--- src/design/adtr_map.vh ---
// register offsets, field positions and reset values of the converter regs
`ifndef ADTR_MAP_VH
`define ADTR_MAP_VH

`define ADTR_OFF_CTRL0      12'h000
`define ADTR_OFF_CTRL1      12'h004
`define ADTR_OFF_CTRL2      12'h008
`define ADTR_OFF_RES_HIGH   12'h00C
`define ADTR_OFF_RES_LOW    12'h010

`define ADTR_CTRL0_ON_BIT   0
`define ADTR_CTRL0_RUN_BIT  1
`define ADTR_CTRL0_CHS_LSB  2
`define ADTR_CTRL0_CHS_MSB  6
`define ADTR_CTRL1_JUST_BIT 7
`define ADTR_CTRL1_CS_LSB   4
`define ADTR_CTRL1_CS_MSB   6
`define ADTR_CTRL1_REF_LSB  0
`define ADTR_CTRL1_REF_MSB  1
`define ADTR_CTRL2_TRIG_LSB 4
`define ADTR_CTRL2_TRIG_MSB 6

`define ADTR_CTRL0_RESET    8'h00
`define ADTR_CTRL1_RESET    8'h00
`define ADTR_CTRL2_RESET    8'h00
`define ADTR_CTRL0_MASK     8'h7F
`define ADTR_CTRL1_MASK     8'hF3
`define ADTR_CTRL2_MASK     8'h70

`define ADTR_TRIG_NONE      3'h0
`define ADTR_TRIG_TIMER_ZERO      3'h3
`define ADTR_TRIG_TIMER_ONE      3'h4
`define ADTR_TRIG_TIMER_TWO      3'h5
`define ADTR_TRIG_CMP1      3'h6
`define ADTR_TRIG_CMP2      3'h7

`endif

--- src/design/adtr_edge.v ---
// rising edge detector for the selected trigger source
`timescale 1ns/10ps
module adtr_edge (
  // clock and reset
  input  wire pclk,
  input  wire presetn,
  // level in, pulse out
  input  wire level_in,
  output reg  rise_pulse
);

  reg prev_reg;

  always @(posedge pclk or negedge presetn) begin
    if (!presetn) begin
      prev_reg   <= 1'b0;
      rise_pulse <= 1'b0;
    end else begin
      prev_reg   <= level_in;
      rise_pulse <= level_in & ~prev_reg;
    end
  end

endmodule

--- src/design/adtr_regs.v ---
// converter trigger selection, run flag and result registers on apb
`timescale 1ns/10ps
`include "adtr_map.vh"
module adtr_regs (
  // clock and reset
  input  wire        pclk,
  input  wire        presetn,
  // power-on or brown-out reset, active low, synchronous
  input  wire        por_n,
  // apb slave
  input  wire        psel,
  input  wire        penable,
  input  wire        pwrite,
  input  wire [11:0] paddr,
  input  wire [31:0] pwdata,
  input  wire [3:0]  pstrb,
  output reg  [31:0] prdata,
  output reg         pready,
  output reg         pslverr,
  // trigger sources
  input  wire        timer_zero_ovf,
  input  wire        timer_one_ovf,
  input  wire        timer_two_match,
  input  wire        synced_comparator_one_out,
  input  wire        synced_comparator_two_out,
  // converter core
  input  wire        conv_complete,
  input  wire [9:0]  conversion_result,
  output reg         conv_run,
  output reg         conv_enable,
  output reg  [4:0]  input_channel_select,
  output reg  [2:0]  conv_clock_select,
  output reg  [1:0]  pos_ref_select,
  output reg         result_justify_select,
  output reg         conversion_done_flag
);

  // ------------------------------------------------------------
  // state
  // ------------------------------------------------------------
  reg  [7:0] ctrl0_reg;
  reg  [7:0] ctrl1_reg;
  reg  [7:0] ctrl2_reg;
  reg  [7:0] res_high_reg;
  reg  [7:0] res_low_reg;
  reg        run_reg;
  reg        trig_level;
  wire       trig_rise;
  wire [2:0] trig_sel;
  wire       wr_en;
  wire       rd_en;
  wire       addr_ok;
  wire       sw_start;
  wire       hw_start;

  assign trig_sel = ctrl2_reg[`ADTR_CTRL2_TRIG_MSB:`ADTR_CTRL2_TRIG_LSB];
  assign wr_en    = psel & penable & pwrite & pready;
  assign rd_en    = psel & ~penable & ~pwrite;

  // ------------------------------------------------------------
  // helpers
  // ------------------------------------------------------------
  function valid_addr;
    input [11:0] a;
    begin
      valid_addr = (a == `ADTR_OFF_CTRL0) | (a == `ADTR_OFF_CTRL1) |
                   (a == `ADTR_OFF_CTRL2) | (a == `ADTR_OFF_RES_HIGH) |
                   (a == `ADTR_OFF_RES_LOW);
    end
  endfunction

  // merge write data into an 8-bit register under byte lane 0
  function [7:0] wmerge;
    input [7:0] old;
    input [7:0] mask;
    begin
      wmerge = pstrb[0] ? (pwdata[7:0] & mask) : old;
    end
  endfunction

  assign addr_ok = valid_addr(paddr);

  // ------------------------------------------------------------
  // trigger selection and edge detection
  // ------------------------------------------------------------
  always @* begin
    case (trig_sel)
      `ADTR_TRIG_TIMER_ZERO: trig_level = timer_zero_ovf;
      `ADTR_TRIG_TIMER_ONE: trig_level = timer_one_ovf;
      `ADTR_TRIG_TIMER_TWO: trig_level = timer_two_match;
      `ADTR_TRIG_CMP1: trig_level = synced_comparator_one_out;
      `ADTR_TRIG_CMP2: trig_level = synced_comparator_two_out;
      default:         trig_level = 1'b0;
    endcase
  end

  adtr_edge u_edge (
    .pclk       (pclk),
    .presetn    (presetn),
    .level_in   (trig_level),
    .rise_pulse (trig_rise)
  );

  // timer events go to their own flags untouched; only observed here
  assign hw_start = trig_rise & ctrl0_reg[`ADTR_CTRL0_ON_BIT];
  assign sw_start = wr_en & (paddr == `ADTR_OFF_CTRL0) & pstrb[0] &
                    pwdata[`ADTR_CTRL0_RUN_BIT];

  // ------------------------------------------------------------
  // apb handshake: no wait states, pready in every access cycle, writes take effect at pready
  // ------------------------------------------------------------
  always @(posedge pclk or negedge presetn) begin
    if (!presetn) begin
      pready  <= 1'b0;
      pslverr <= 1'b0;
      prdata  <= 32'h0000_0000;
    end else begin
      pready  <= psel & ~penable;
      pslverr <= psel & ~penable & ~addr_ok;
      if (rd_en) begin
        case (paddr)
          `ADTR_OFF_CTRL0:
            prdata <= {24'h00_0000, ctrl0_reg[7:2], run_reg,
                       ctrl0_reg[0]};
          `ADTR_OFF_CTRL1:    prdata <= {24'h00_0000, ctrl1_reg};
          `ADTR_OFF_CTRL2:    prdata <= {24'h00_0000, ctrl2_reg};
          `ADTR_OFF_RES_HIGH: prdata <= {24'h00_0000, res_high_reg};
          `ADTR_OFF_RES_LOW:  prdata <= {24'h00_0000, res_low_reg};
          default:            prdata <= 32'h0000_0000;
        endcase
      end
    end
  end

  // ------------------------------------------------------------
  // control registers, cleared by presetn only, not by por_n
  // ------------------------------------------------------------
  always @(posedge pclk or negedge presetn) begin
    if (!presetn) begin
      ctrl0_reg <= `ADTR_CTRL0_RESET;
      ctrl1_reg <= `ADTR_CTRL1_RESET;
      ctrl2_reg <= `ADTR_CTRL2_RESET;
    end else if (wr_en) begin
      case (paddr)
        `ADTR_OFF_CTRL0:
          ctrl0_reg <= wmerge(ctrl0_reg, `ADTR_CTRL0_MASK);
        `ADTR_OFF_CTRL1:
          ctrl1_reg <= wmerge(ctrl1_reg, `ADTR_CTRL1_MASK);
        `ADTR_OFF_CTRL2:
          ctrl2_reg <= wmerge(ctrl2_reg, `ADTR_CTRL2_MASK);
        default: ctrl0_reg <= ctrl0_reg;
      endcase
    end
  end

  // ------------------------------------------------------------
  // run flag: set by software or trigger edge, cleared on completion
  // ------------------------------------------------------------
  always @(posedge pclk or negedge presetn) begin
    if (!presetn) begin
      run_reg <= 1'b0;
    end else if (!ctrl0_reg[`ADTR_CTRL0_ON_BIT]) begin
      run_reg <= 1'b0;
    end else if (hw_start) begin
      run_reg <= 1'b1;
    end else if (sw_start) begin
      run_reg <= 1'b1;
    end else if (conv_complete & run_reg) begin
      run_reg <= 1'b0;
    end
  end

  // ------------------------------------------------------------
  // result registers: no async reset, cleared only by por_n
  // ------------------------------------------------------------
  always @(posedge pclk) begin
    if (!por_n) begin
      res_high_reg <= 8'h00;
      res_low_reg  <= 8'h00;
    end else if (conv_complete & run_reg) begin
      if (ctrl1_reg[`ADTR_CTRL1_JUST_BIT]) begin
        res_high_reg <= {6'h00, conversion_result[9:8]};
        res_low_reg  <= conversion_result[7:0];
      end else begin
        res_high_reg <= conversion_result[9:2];
        res_low_reg  <= {conversion_result[1:0], 6'h00};
      end
    end else if (wr_en & (paddr == `ADTR_OFF_RES_HIGH)) begin
      res_high_reg <= wmerge(res_high_reg, 8'hFF);
    end else if (wr_en & (paddr == `ADTR_OFF_RES_LOW)) begin
      res_low_reg <= wmerge(res_low_reg, 8'hFF);
    end
  end

  // ------------------------------------------------------------
  // registered outputs to converter core
  // no hold-node discharge command exists after a conversion
  // channel change settling is left to software
  // ------------------------------------------------------------
  always @(posedge pclk or negedge presetn) begin
    if (!presetn) begin
      conv_run              <= 1'b0;
      conv_enable           <= 1'b0;
      input_channel_select  <= 5'h00;
      conv_clock_select     <= 3'h0;
      pos_ref_select        <= 2'h0;
      result_justify_select <= 1'b0;
      conversion_done_flag  <= 1'b0;
    end else begin
      conv_run              <= run_reg;
      conv_enable           <= ctrl0_reg[`ADTR_CTRL0_ON_BIT];
      input_channel_select  <=
        ctrl0_reg[`ADTR_CTRL0_CHS_MSB:`ADTR_CTRL0_CHS_LSB];
      conv_clock_select     <=
        ctrl1_reg[`ADTR_CTRL1_CS_MSB:`ADTR_CTRL1_CS_LSB];
      pos_ref_select        <=
        ctrl1_reg[`ADTR_CTRL1_REF_MSB:`ADTR_CTRL1_REF_LSB];
      result_justify_select <= ctrl1_reg[`ADTR_CTRL1_JUST_BIT];
      conversion_done_flag  <= conv_complete & run_reg;
    end
  end

endmodule

--- config.mk ---
export PLATFORM = sky130hd
export DESIGN_NAME = adtr_regs
export DESIGN_NICKNAME = d
export VERILOG_FILES = /design/src/design/adtr_edge.v /design/src/design/adtr_regs.v
export VERILOG_INCLUDE_DIRS = /design/src /design/src/design
export SDC_FILE = /design/constraint.sdc
export NUM_CORES = 1
export LEC_CHECK = 0
export BUFFER_PORTS_ARGS = -buffer_cell sky130_fd_sc_hd__buf_2
export CAP_MARGIN = 20
export CORE_MARGIN = 2
export CORE_UTILIZATION = 44
export DETAILED_ROUTE_END_ITERATION = 12
export HOLD_SLACK_MARGIN = 0.05
export PLACE_DENSITY_LB_ADDON = 0.05
export SLEW_MARGIN = 30
export SYNTH_ARGS = -nofsm -noshare
export SYNTH_HDL_FRONTEND = slang
export SYNTH_SLANG_ARGS = --single-unit
--- constraint.sdc ---
create_clock -name pclk -period 1.9 [get_ports pclk]
set_input_delay 0 -clock pclk [delete_from_list [all_inputs] [get_ports pclk]]
set_output_delay 0 -clock pclk [all_outputs]
set_load 0.01 [all_outputs]
==> flow_summary_export.csv <==
group,metric,value,unit
synthesis,synth_cell_types,44,
finish,final_cell_mix,"buf_2 (66), dfrtp_1 (42), conb_1 (24), dlygate4sd3_1 (21), nand2_1 (19)",
grt,antenna_found_initial,0,
timing,hold_viol,0,
grt,grt_usage,21.0,%
run,drv_cap,0,
worst_setup_path,cp_slowest_stage_delay,0.47,ns
timing,finalSetupViolCount,15,
power_and_ir_drop,power.density,761,nW/µm²
power_and_ir_drop,p_switching,611,µW
run_status,run_status,"complete, but fails checks",
timing,min_period,2.05,ns
synthesis,synth_top_area_share,36.4,%
detailed_routing,wl_per_cell,16.1,µm
timing,max_freq,0.488,GHz
synthesis,synth_area_per_cell,10.4,µm²
place,dp.cells,413,
timing,holdWs,0.0560,ns
timing,slew_violations,0,
synthesis,synth.largest_area_cell,"dfrtp_1",
timing,slew_headroom,63.3,%
timing,timing.final.crit_share,108,%
synthesis,synth_edf_count,0,
synthesis,yosys_most_used_dff,"dfrtp_1",
cts,root_buffer,"clkbuf_8",
detailed_routing,drt-total-wl,7.26,mm
timing,worst_pin_slew,0.549,ns
die,die_x,85.0,µm
timing,layout_setup_ws,-0.151,ns
worst_setup_path,endpoint,"ctrl1_reg[7]",
finish,final_util,58.0,%
power_and_ir_drop,power_leakage,1.77,nW
grt,grt_max_degree,24,
worst_setup_path,cp_max_fo,6,
worst_setup_path,arrival,2.27,ns
detailed_routing,ant_nets,0,
detailed_routing,via_per_inst,5.25,
worst_setup_path,criticalPathCategory,"flop to flop",
power_and_ir_drop,p_sw_share,21.8,%
power_and_ir_drop,ir_drop,0.691,mV
finish,diodes,0,
place,dpl.hpwl,5.41,mm
worst_setup_path,crit_path_start_kind,"flop",
place,gp_congestion,0.822,
min_path,hp-class,"primary input to flop",
detailed_routing,drc,0,
detailed_routing,first_iter_violations,152,
worst_setup_path,r2r_start,"pready",
detailed_routing,drt_first_pass_iters,4,
worst_setup_path,worstPathCellList,"or4bb_1 > or4_4 > or3_4 > mux2_4",
power_and_ir_drop,clock_power_share,48.3,%
synthesis,yosys_warnings,0,
power_and_ir_drop,seq_power_share,44.0,%
cts,cts_tree,"built",
grt,grt_pass1_vias,2256,
power_and_ir_drop,p_comb_share,7.7,%
finish,synthToLayoutAreaGrowth,27.6,%
cts,clock_latency,0.33,ns
synthesis,ys_seq_elements,58,
timing,rsz0062_at_grt,"yes",
worst_setup_path,cpMaxStageDelayCell,"or4_4",
die,dieArea,7220,µm²
worst_setup_path,cp.required,2.12,ns
cts,cts_num_sinks,58,
cts,h-tree-depth,3,
synthesis,syn_inst,277,
cts,path_clk_slew,0.07,ns
worst_setup_path,reg2reg_to,"ctrl1_reg[7]",
timing,skew,0.00898,ns
detailed_routing,dr_total_vias,2363,
finish,fin_cells,450,
synthesis,syn_area,2890,µm²
grt,grt_pass1_wl,11.7,mm
grt,overflow,0,
timing,setup_tns,-1.58,ns
die,num_io_pins,118,
place,numPortBuffers,66,
worst_setup_path,r2r_cells,4,
worst_setup_path,rrSetupSlack,-0.15,ns
worst_setup_path,critical_path.startpoint,"pready",
finish,final_common_cell,"buf_2",
die,row_count,29,
synthesis,async_flop_share,72.4,%
synthesis,seq_area_frac_synth,47.5,%
place,place_ws,-0.274,ns
run_status,failed_checks,"negative setup slack",
cts,clock_path_buffers,2,
die,coreArea,6350,µm²
finish,drive_gt1_share,31.1,%
synthesis,ys_top_cells_by_area,"dfrtp_1 (36%), dfxtp_1 (11%), mux2_4 (7.8%)",
power_and_ir_drop,p_int,2.19,mW
die,dieHeight,85.0,µm
die,start_util,45.5,%
finish,fin_nets,438,
finish,nFillCells,544,
cts,cts_made_buffers,9,
worst_setup_path,setup.worst_path.end_class,"flop",
[worst max-delay path: cells and delay by family, from the launching register on]
| kind | cells | cell delay [ns] |
|---|---|---|
| AND/OR/NAND/NOR | 3 | 1.28 |
| multiplexers | 1 | 0.32 |
| flip-flops | 1 | 0.34 |
[cell type report]
class	instances	area, µm²	share of cell area (%)
Timing Repair Buffer	99	631	17.1
Multi-Input combinational cell	195	1330	36.2
Tap cell	77	96.3	2.62
Clock buffer	11	131	3.57
Inverter	5	18.8	0.510
Sequential cell	58	1370	37.2
Clock inverter	5	103	2.79
[cells by family after synthesis]
kind of cell	Yosys count	synth area share [%]
flip-flops	58	47.5
AND/OR/NAND/NOR	70	13.3
multiplexers	29	13.1
other	1	0.130
AO/OA/AOI/OAI	72	16.4
buffers and inverters	47	9.58
[worst min path at each step]
stage                         startpoint                      end  slack, ns  depth (start not counted)
finish              conversion_result[1]           res_low_reg[1]       0.06                          4
global route        conversion_result[1]           res_low_reg[1]       0.10                          4
CTS                 conversion_result[1]           res_low_reg[1]       0.05                          4
detailed placement               presetn  input_channel_select[3]      -0.04                          1
global placement                 presetn  input_channel_select[2]      -0.03                          1
floorplan                        presetn     conv_clock_select[0]      -0.30                          0
[routing by layer]
| metal | wire length (µm) | up-vias | GRT usage [%] |
|---|---|---|---|
| li1 | - | 1141 | - |
| met1 | 3380 | 1139 | 30.1 |
| met2 | 3410 | 73 | 32.2 |
| met3 | 381 | 10 | 3.31 |
| met4 | 94 | 0 | 7.22 |
| met5 | 0 | - | 0 |
[power by group through the flow]
| stage | registers [mW] | logic (mW) | clock network, mW |
|---|---|---|---|
| 3_5_place_dp | 1.26 | 0.182 | 0 |
| 4_1_cts | 1.23 | 0.215 | 1.37 |
| 3_3_place_gp | 1.26 | 0.182 | 0 |
| 2_1_floorplan | 1.26 | 0.115 | 0 |
| 5_1_grt | 1.23 | 0.237 | 1.43 |
| 6_report | 1.23 | 0.216 | 1.35 |
[Yosys cell counts, drive strengths merged, types with 8 or more instances]
cell / n
nand3: 8
mux2: 15
a31oi: 12
dfrtp: 42
clkbuf: 14
buf: 28
dfxtp: 16
o211ai: 14
o21ai: 18
nor2: 9
nand2: 19
mux2i: 13
a21oi: 11
[repair_timing]
item | in CTS | in global routing
pin swaps | 1 | 2
buffers inserted | 0 | 0
endpoints found under the hold margin | 51 | 0
endpoints found under the setup margin | 15 | 30
resized for setup | 2 | 2
hold buffers | 21 | 0
[metrics by stage]
step                power (mW)  area (µm²)
floorplan                 1.37        2990
global route              2.90        3680
global placement          1.44        3230
detailed placement        1.44        3230
finish                    2.80        3680
CTS                       2.82        3680
Note: power is estimated with default switching activity, not from simulation.
